===== src/verilog/cirb_pkg.sv =====
// Purpose: Shared constants and types for the identity register bank.
// Assumes: 16-bit register words addressed by a 16-bit register number.
// Notes: Text areas live in one flat word store, one base per text.
`default_nettype none
package cirb_pkg;
    // Register numbers
    localparam logic [15:0] OFS_ID_SIG = 16'h0000;
    localparam logic [15:0] OFS_DEV_TYPE = 16'h0001;
    localparam logic [15:0] OFS_LINK_TYPE = 16'h0002;
    localparam logic [15:0] OFS_SPARE_A = 16'h0003;
    localparam logic [15:0] OFS_SPARE_B = 16'h0004;
    localparam logic [15:0] OFS_FW_A_MAJ = 16'h0005;
    localparam logic [15:0] OFS_FW_A_MIN = 16'h0006;
    localparam logic [15:0] OFS_FW_B_MAJ = 16'h0007;
    localparam logic [15:0] OFS_FW_B_MIN = 16'h0008;
    localparam logic [15:0] OFS_FW_FB_MAJ = 16'h0009;
    localparam logic [15:0] OFS_FW_FB_MIN = 16'h000a;
    localparam logic [15:0] OFS_WEB_MAJ = 16'h000b;
    localparam logic [15:0] OFS_WEB_MIN = 16'h000c;
    localparam logic [15:0] OFS_U8SN_SIG = 16'h0020;
    localparam logic [15:0] OFS_U8SN_FIRST = 16'h0021;
    localparam logic [15:0] OFS_U8SN_LAST = 16'h0034;
    localparam logic [15:0] OFS_U8NM_SIG = 16'h0040;
    localparam logic [15:0] OFS_U8NM_FIRST = 16'h0041;
    localparam logic [15:0] OFS_U8NM_LAST = 16'h0068;
    localparam logic [15:0] OFS_ASN_SIG = 16'h0080;
    localparam logic [15:0] OFS_ASN_FIRST = 16'h0081;
    localparam logic [15:0] OFS_ASN_LAST = 16'h0085;
    localparam logic [15:0] OFS_ANM_SIG = 16'h00a0;
    localparam logic [15:0] OFS_ANM_FIRST = 16'h00a1;
    localparam logic [15:0] OFS_ANM_LAST = 16'h00aa;
    // Link type codes (02 reserved, 05 upward unassigned)
    localparam logic [7:0] LINK_CODE_TCP = 8'h01;
    localparam logic [7:0] LINK_CODE_RTU = 8'h03;
    localparam logic [7:0] LINK_CODE_RTU_FB = 8'h04;
    // Values after reset
    localparam logic [15:0] SIG_RST = 16'h0000;
    localparam logic [15:0] SPARE_VAL = 16'h0000;
    localparam logic [15:0] TXT_RST = 16'h0000;
    // Text word counts and bases in the flat store
    localparam logic [6:0] U8SN_WORDS = 7'h14;
    localparam logic [6:0] U8NM_WORDS = 7'h28;
    localparam logic [6:0] ASN_WORDS = 7'h05;
    localparam logic [6:0] ANM_WORDS = 7'h0a;
    localparam logic [6:0] U8SN_BASE = 7'h00;
    localparam logic [6:0] U8NM_BASE = U8SN_BASE + U8SN_WORDS;
    localparam logic [6:0] ASN_BASE = U8NM_BASE + U8NM_WORDS;
    localparam logic [6:0] ANM_BASE = ASN_BASE + ASN_WORDS;
    localparam int TXT_WORDS = 75;
    localparam int NUM_SIG = 5;

    // Physical link the server is reached over
    typedef enum logic [1:0] {
        CIRB_LINK_TCP = 2'h0,
        CIRB_LINK_RTU = 2'h1,
        CIRB_LINK_RTU_FB = 2'h2
    } cirb_link_t;

    // Firmware or page version triple
    typedef struct packed {
        logic [7:0] main;
        logic [7:0] sub;
        logic [7:0] patch;
    } cirb_ver_t;

    // One register access from the protocol front end
    typedef struct packed {
        logic rd;
        logic wr;
        logic [15:0] addr;
        logic [15:0] wdata;
    } cirb_req_t;

    // Answer to an access
    typedef struct packed {
        logic rd_valid;
        logic wr_ack;
        logic err;
        logic [15:0] data;
    } cirb_rsp_t;

    // Address decode result
    typedef struct packed {
        logic hit;
        logic [6:0] idx;
    } cirb_slot_t;
endpackage
`default_nettype wire


===== src/verilog/cirb_bank.sv =====
// Purpose: Identity and text register bank behind the fieldbus server.
// Assumes: Requests come from same-clock protocol logic, one per cycle.
// Notes: Reads answer one cycle later; signatures count down on read.
//
// Operation
// Signature registers read/write, decrement after read
// Client checks device type before trusting map
// Type code low byte, layout version high
// Link code 01/03/04 low, high zero
// Never report 02 or 05 upward
// Version first word: main low, high zero
// Version second word: patch low, sub high
// Coprocessor version reads zero when absent
// UTF-8 serial spans twenty words, forty bytes
// UTF-8 name spans forty words, eighty bytes
// UTF-8 bytes packed two per register
// ASCII serial spans five words, ten bytes
// ASCII name spans ten words, twenty bytes
// ASCII characters packed two per register
// Protected registers refuse writes before login
// Short text followed by zero terminator
// Client may write then read signature back
// Writes to read-only registers change nothing
`timescale 1ns/1ps
`default_nettype none
module cirb_bank #(
    parameter logic [7:0] DEV_TYPE_CODE = 8'h5a, // Arbitrary value
    parameter logic [7:0] LAYOUT_VERSION = 8'h00,
    parameter logic [4:0] SIG_PW_PROT = 5'h00
) (
    // Clock and reset
    input wire logic mclk,
    input wire logic nrst,
    // Register access from the server
    input wire cirb_pkg::cirb_req_t req,
    output cirb_pkg::cirb_rsp_t rsp,
    // Identity sources
    input wire cirb_pkg::cirb_link_t link_sel,
    input wire logic fieldbus_fitted,
    input wire cirb_pkg::cirb_ver_t ver_main_cpu_a,
    input wire cirb_pkg::cirb_ver_t ver_main_cpu_b,
    input wire cirb_pkg::cirb_ver_t ver_fieldbus,
    input wire cirb_pkg::cirb_ver_t ver_web_page,
    // Password gate
    input wire logic login_required_flag,
    input wire logic login_ok,
    // Local text loader
    input wire logic txt_we,
    input wire logic [1:0] txt_sel,
    input wire logic [5:0] txt_idx,
    input wire logic [15:0] txt_data
);
    import cirb_pkg::*;

    logic [15:0] sig_ff [NUM_SIG];
    logic [15:0] txt_ff [TXT_WORDS];
    cirb_rsp_t rsp_ff;
    logic [15:0] nxt_rd_data;
    logic rd_hit;
    logic wr_ok;
    logic wr_block;
    cirb_slot_t rd_sig;
    cirb_slot_t rd_txt;
    cirb_slot_t ld_slot;

    // Signature register number to signature index
    function automatic cirb_slot_t sig_slot(input logic [15:0] a);
        cirb_slot_t s;
        s = '0;
        s.hit = 1'b1;
        unique case (a)
            OFS_ID_SIG: s.idx = 7'h00;
            OFS_U8SN_SIG: s.idx = 7'h01;
            OFS_U8NM_SIG: s.idx = 7'h02;
            OFS_ASN_SIG: s.idx = 7'h03;
            OFS_ANM_SIG: s.idx = 7'h04;
            default: s.hit = 1'b0;
        endcase
        return s;
    endfunction

    // Text register number to flat store index
    function automatic cirb_slot_t txt_slot(input logic [15:0] a);
        cirb_slot_t s;
        s = '0;
        if (a >= OFS_U8SN_FIRST && a <= OFS_U8SN_LAST) begin
            s.hit = 1'b1;
            s.idx = U8SN_BASE + 7'(a - OFS_U8SN_FIRST);
        end else if (a >= OFS_U8NM_FIRST && a <= OFS_U8NM_LAST) begin
            s.hit = 1'b1;
            s.idx = U8NM_BASE + 7'(a - OFS_U8NM_FIRST);
        end else if (a >= OFS_ASN_FIRST && a <= OFS_ASN_LAST) begin
            s.hit = 1'b1;
            s.idx = ASN_BASE + 7'(a - OFS_ASN_FIRST);
        end else if (a >= OFS_ANM_FIRST && a <= OFS_ANM_LAST) begin
            s.hit = 1'b1;
            s.idx = ANM_BASE + 7'(a - OFS_ANM_FIRST);
        end
        return s;
    endfunction

    // First word of a version pair
    function automatic logic [15:0] ver_hi(input cirb_ver_t v);
        return {8'h00, v.main};
    endfunction

    // Second word of a version pair
    function automatic logic [15:0] ver_lo(input cirb_ver_t v);
        return {v.sub, v.patch};
    endfunction

    // Link code; unknown selections fall back to a valid code
    function automatic logic [7:0] link_code(input cirb_link_t l);
        logic [7:0] c;
        c = LINK_CODE_TCP;
        case (l)
            CIRB_LINK_TCP: c = LINK_CODE_TCP;
            CIRB_LINK_RTU: c = LINK_CODE_RTU;
            CIRB_LINK_RTU_FB: c = LINK_CODE_RTU_FB;
            default: c = LINK_CODE_TCP;
        endcase
        return c;
    endfunction

    // Loader section to flat index, with bounds check
    always_comb begin
        ld_slot = '0;
        unique case (txt_sel)
            2'h0: begin
                ld_slot.hit = 7'(txt_idx) < U8SN_WORDS;
                ld_slot.idx = U8SN_BASE + 7'(txt_idx);
            end
            2'h1: begin
                ld_slot.hit = 7'(txt_idx) < U8NM_WORDS;
                ld_slot.idx = U8NM_BASE + 7'(txt_idx);
            end
            2'h2: begin
                ld_slot.hit = 7'(txt_idx) < ASN_WORDS;
                ld_slot.idx = ASN_BASE + 7'(txt_idx);
            end
            2'h3: begin
                ld_slot.hit = 7'(txt_idx) < ANM_WORDS;
                ld_slot.idx = ANM_BASE + 7'(txt_idx);
            end
        endcase
    end

    // Decode of the current access
    assign rd_sig = sig_slot(req.addr);
    assign rd_txt = txt_slot(req.addr);
    // Protected signatures refuse writes while login is required and not yet accepted
    assign wr_block = rd_sig.hit && SIG_PW_PROT[rd_sig.idx[2:0]] &&
                      login_required_flag && !login_ok;
    assign wr_ok = req.wr && rd_sig.hit && !wr_block;

    // Read data multiplexer
    always_comb begin
        nxt_rd_data = 16'h0000;
        rd_hit = 1'b1;
        if (rd_sig.hit) begin
            // Combined write and read returns the value just written
            nxt_rd_data = wr_ok ? req.wdata
                                : sig_ff[rd_sig.idx[2:0]];
        end else if (rd_txt.hit) begin
            nxt_rd_data = txt_ff[rd_txt.idx];
        end else begin
            case (req.addr)
                OFS_DEV_TYPE:
                    nxt_rd_data = {LAYOUT_VERSION, DEV_TYPE_CODE};
                OFS_LINK_TYPE:
                    nxt_rd_data = {8'h00, link_code(link_sel)};
                OFS_SPARE_A: nxt_rd_data = SPARE_VAL;
                OFS_SPARE_B: nxt_rd_data = SPARE_VAL;
                OFS_FW_A_MAJ: nxt_rd_data = ver_hi(ver_main_cpu_a);
                OFS_FW_A_MIN: nxt_rd_data = ver_lo(ver_main_cpu_a);
                OFS_FW_B_MAJ: nxt_rd_data = ver_hi(ver_main_cpu_b);
                OFS_FW_B_MIN: nxt_rd_data = ver_lo(ver_main_cpu_b);
                OFS_FW_FB_MAJ:
                    nxt_rd_data = fieldbus_fitted ?
                                  ver_hi(ver_fieldbus) : 16'h0000;
                OFS_FW_FB_MIN:
                    nxt_rd_data = fieldbus_fitted ?
                                  ver_lo(ver_fieldbus) : 16'h0000;
                OFS_WEB_MAJ: nxt_rd_data = ver_hi(ver_web_page);
                OFS_WEB_MIN: nxt_rd_data = ver_lo(ver_web_page);
                default: rd_hit = 1'b0;
            endcase
        end
    end

    // Signature registers: write first, then count down after a read
    generate
        for (genvar g = 0; g < NUM_SIG; g++) begin : g_sig
            logic sel;
            logic [15:0] base;
            assign sel = rd_sig.hit && (rd_sig.idx == 7'(g));
            assign base = (sel && wr_ok) ? req.wdata : sig_ff[g];
            always_ff @(posedge mclk or negedge nrst) begin
                if (!nrst) begin
                    sig_ff[g] <= SIG_RST;
                end else if (sel && req.rd) begin
                    sig_ff[g] <= base - 16'h0001;
                end else if (sel && wr_ok) begin
                    sig_ff[g] <= req.wdata;
                end
            end
        end
    endgenerate

    // Text store; loading word 0 clears the rest of that text
    always_ff @(posedge mclk or negedge nrst) begin
        if (!nrst) begin
            for (int i = 0; i < TXT_WORDS; i++) begin
                txt_ff[i] <= TXT_RST;
            end
        end else if (txt_we && ld_slot.hit) begin
            if (txt_idx == 6'h00) begin
                for (int i = 0; i < TXT_WORDS; i++) begin
                    if (7'(i) > ld_slot.idx &&
                        7'(i) < ld_slot.idx + (txt_sel == 2'h0 ? U8SN_WORDS :
                                 txt_sel == 2'h1 ? U8NM_WORDS :
                                 txt_sel == 2'h2 ? ASN_WORDS : ANM_WORDS)) begin
                        txt_ff[i] <= TXT_RST;
                    end
                end
            end
            txt_ff[ld_slot.idx] <= txt_data;
        end
    end

    // Answer register: read data, write acknowledge, error flag
    always_ff @(posedge mclk or negedge nrst) begin
        if (!nrst) begin
            rsp_ff <= '0;
        end else begin
            rsp_ff.rd_valid <= req.rd;
            rsp_ff.wr_ack <= req.wr;
            // Error on unmapped read, refused or read-only write
            rsp_ff.err <= (req.rd && !rd_hit) ||
                          (req.wr && !wr_ok);
            if (req.rd) begin
                rsp_ff.data <= rd_hit ? nxt_rd_data : 16'h0000;
            end
        end
    end

    assign rsp = rsp_ff;
endmodule
`default_nettype wire


===== config.mk =====
export PLATFORM = sky130hd
export DESIGN_NAME = cirb_bank
export DESIGN_NICKNAME = d
export VERILOG_FILES = /design/src/verilog/cirb_pkg.sv /design/src/verilog/cirb_bank.sv
export SDC_FILE = /design/constraint.sdc
export NUM_CORES = 2
export LEC_CHECK = 0
export BUFFER_PORTS_ARGS = -buffer_cell sky130_fd_sc_hd__buf_2
export CORE_MARGIN = 2
export CORE_UTILIZATION = 56
export CTS_CLUSTER_DIAMETER = 120
export DETAILED_ROUTE_END_ITERATION = 6
export HOLD_SLACK_MARGIN = 0.12
export PLACE_DENSITY = 0.73
export SYNTH_ARGS = -nofsm -noshare
export SYNTH_HDL_FRONTEND = slang
export SYNTH_SLANG_ARGS = --single-unit

===== constraint.sdc =====
create_clock -name mclk -period 2.8 [get_ports mclk]
set_clock_uncertainty 0.05 [all_clocks]
set_input_delay 0.28 -clock mclk [delete_from_list [all_inputs] [get_ports mclk]]
set_output_delay 0.28 -clock mclk [all_outputs]
set_load 0.05 [all_outputs]

==> flow_summary.ini <==
[run_status]
status = finished, violations left
violations = design-rule violations, negative setup slack

[final_layout]
fin_area_sq_um = 86800
utilization_pct = 76.1
layout-drive-gt1-share_pct = 29.0
nNetsFinal = 7862
fin_cells = 9302
areaGrowthSynthToFinish_pct = 34.9

[place]
dpl_cell_area_sq_um = 75700
portBuffers = 178
dp_slack_ns = -1.86
dp_cells = 8778
finalWeightedCongestion = 1.04
hpwl_microns = 179000

[setup_path]
timing.rr.start = sig_ff[26]
path_max_fanout = 5
r2r-end = rsp[10]
critPathRequiredTime_ns = 3.41
reg2regPathDepth = 9
cp-start-kind = input pin
crit_path_end_kind = register
critPathKind = in -> reg
r2r_slack_ns = -0.01
crit_arrival_ns = 3.89

[synth]
synth-xor-area-share_pct = 1.46
synth_seq_area_share_pct = 50.5
syn_avg_cell_area_sq_um = 9.74
synth.distinct_cells = 101
synth_top_area_share_pct = 50.5
syn_nets = 6795
muxShareOfSynthArea_pct = 4.76
yosysTopAreaCell = dfrtp_1
ys_ff_latch = 1299
synthesis.area_sq_um = 64400
synthAdderAreaFrac_pct = 0.420
synth.area.top_cells = dfrtp_1 (50%), a22o_1 (14%), nand2_1 (8.0%), nand3_1 (3.6%), mux2i_1 (2.9%)
synth-compound-area-share_pct = 22.5
synth_most_common_cell = nand2_1
ys_async_sr_fraction_pct = 100
synth_top_family_by_area = compound AO/OA/AOI/OAI gates
ys_top_cells_by_count = nand2_1 (1364), dfrtp_1 (1299), a22o_1 (1003), nand3_1 (461), clkbuf_1 (393)
synth-main-ff-cell = dfrtp_1
synth_edf_count = 0
synth_cells = 6612
yosys.area_share.simple_pct = 16.2
synth_warnings = 0

[drt]
drt-met1-wl_microns = 97700
top_layer_used = met5
drt_pass1_iterations = 7
wire_per_inst_microns = 30.1
dr_wl_met3_microns = 36800
dr_wl_met2_microns = 121000
ant_nets = 0
viasPerCell = 6.98
drt-initial-drc-count = 10503
num_vias = 64946
drc = 30
routed_wl_microns = 280000

[global_routing]
grt_max_degree = 129
antenna_found_initial = 4
grt_usage_pct = 46.2
first_global_vias = 63404
grt-ovfl-total = 0
grt_first_pass_wirelength_microns = 408000

[die]
die_w_microns = 343
fp.coreArea_sq_um = 114000
start_util_pct = 56.4
fp.dieH_microns = 343
fp-row-count = 124
io_pins = 181
die_area_sq_um = 118000

[clock_network]
clk_latency_ns = 0.80
cts_htree_levels = 4
cts.path.max_buffers = 3
cts_tree = yes
cts_sinks = 1299
clock-root-buffer = clkbuf_16
cts_buffers = 140
clkTransAtPathRegs_ns = 0.07

[sta]
setup_viol = 1119
finalCritPeriodShare_pct = 117
setup_tns_ns = -148.19
period_needed_ns = 3.29
fin_ws_ns = -0.490
worstMarginPinSlew_ns = 1.27
fmaxAchievable_mhz = 304
slew_viol_final = 0
slew-limit-headroom_pct = 15.3
finalHoldViolations = 0
grt_setup_unrepaired = yes

[min_path]
hp-start = ver_main_cpu_b[5]
whs_endpoint = rsp[5]
holdPathStages = 8
holdCritPathClass = in -> reg

[flow_run]
maxCapViolCount = 0

[power]
ir_drop_mv = 0.651
powerDensity_nw_per_um2 = 526
power.leakage_nw = 39.2
-- critical path: stages --
cell and delay, ns:
buf_8 0.08, inv_6 0.04, ha_4 0.15, or4b_4 0.55
a22oi_2 0.37, buf_4 0.19, a2111oi_4 0.05, a211oi_4 0.36
buf_12 0.17, buf_12 0.13, buf_4 0.19, mux2i_1 0.11
buf_4 0.15, a22oi_2 0.40, o211ai_1 0.16, a21oi_1 0.18
buf_4 0.21, o41ai_2 0.08
-- metal layers --
layer	vias up	global-route usage [%]
met1	31890	58.5
met2	5423	68.0
li1	26255	-
met3	1376	13.6
met5	-	0
met4	2	32.6
-- power by group --
| part | internal (W) | switching, W |
|---|---|---|
| registers | 0.0201 | 0.000879 |
| clock network | 0.0109 | 0.00804 |
| logic | 0.00253 | 0.00324 |
-- logic make-up after synthesis --
family,after synthesis
AND/OR/NAND/NOR,2398
AO/OA/AOI/OAI,1892
flip-flops,1299
buffers and inverters,639
multiplexers,256
XOR/XNOR,107
adder cells (fa/ha/maj),21
-- worst max path at each step --
stage	from	to	slack [ns]	depth (start not counted)
3_3_place_gp	req[16]	rsp[11]	-1.89	16
3_5_place_dp	req[16]	rsp[11]	-1.86	16
6_report	req[17]	rsp[12]	-0.49	18
2_1_floorplan	txt_sel[1]	txt_ff[789]	-1.12	19
4_1_cts	req[16]	rsp[15]	-0.41	16
5_1_grt	req[17]	rsp[11]	-0.48	19
-- what timing repair did --
action	in CTS	in global routing
hold buffers	64	3
pin swaps	162	157
gates resized for setup	514	247
gates cloned	24	13
setup buffers	112	89
setup endpoints to repair	1185	1198
hold endpoints to repair	1713	2
-- stage by stage --
stage               hold slack (ns)  total power (W)
floorplan                   -0.0656           0.0237
global placement             0.0973           0.0262
detailed placement           0.0985           0.0263
CTS                           0.124           0.0452
global route                  0.120           0.0469
finish                       0.0830           0.0457
-- placed cells by master (no fill, tap or decap), types with 37 or more instances in the layout --
cell type / Yosys / layout
nor2_1: 254 / 216
xnor2_1: 70 / 64
o21ai_1: 16 / 41
nand2_1: 1364 / 1328
dfrtp_1: 1299 / 1299
dlygate4sd3_1: 0 / 67
o21ai_0: 237 / 198
buf_12: 0 / 184
nand3_2: 2 / 53
buf_2: 134 / 155
a22o_1: 1003 / 1002
a21oi_2: 1 / 63
mux2i_1: 186 / 172
a21oi_1: 251 / 154
buf_6: 5 / 119
clkbuf_16: 0 / 157
inv_1: 52 / 48
nand3_1: 461 / 392
mux4_2: 37 / 37
and3_1: 46 / 37
buf_4: 21 / 908
nor3_1: 74 / 46
-- layout make-up --
class	instances	area, sq um
Antenna cell	3	7.51
Clock buffer	209	4180
Clock inverter	41	425
Fill cell	7505	27300
Inverter	59	248
Multi-Input combinational cell	4675	32700
Sequential cell	1299	32500
Tap cell	1512	1890
Timing Repair Buffer	1504	14900
-- sequential cells by signal, indices dropped and copies added, names as in the netlist --
register / cells
txt_ff: 1200
rsp: 19
sig_ff: 80
Power figures use the tool's default switching activity.
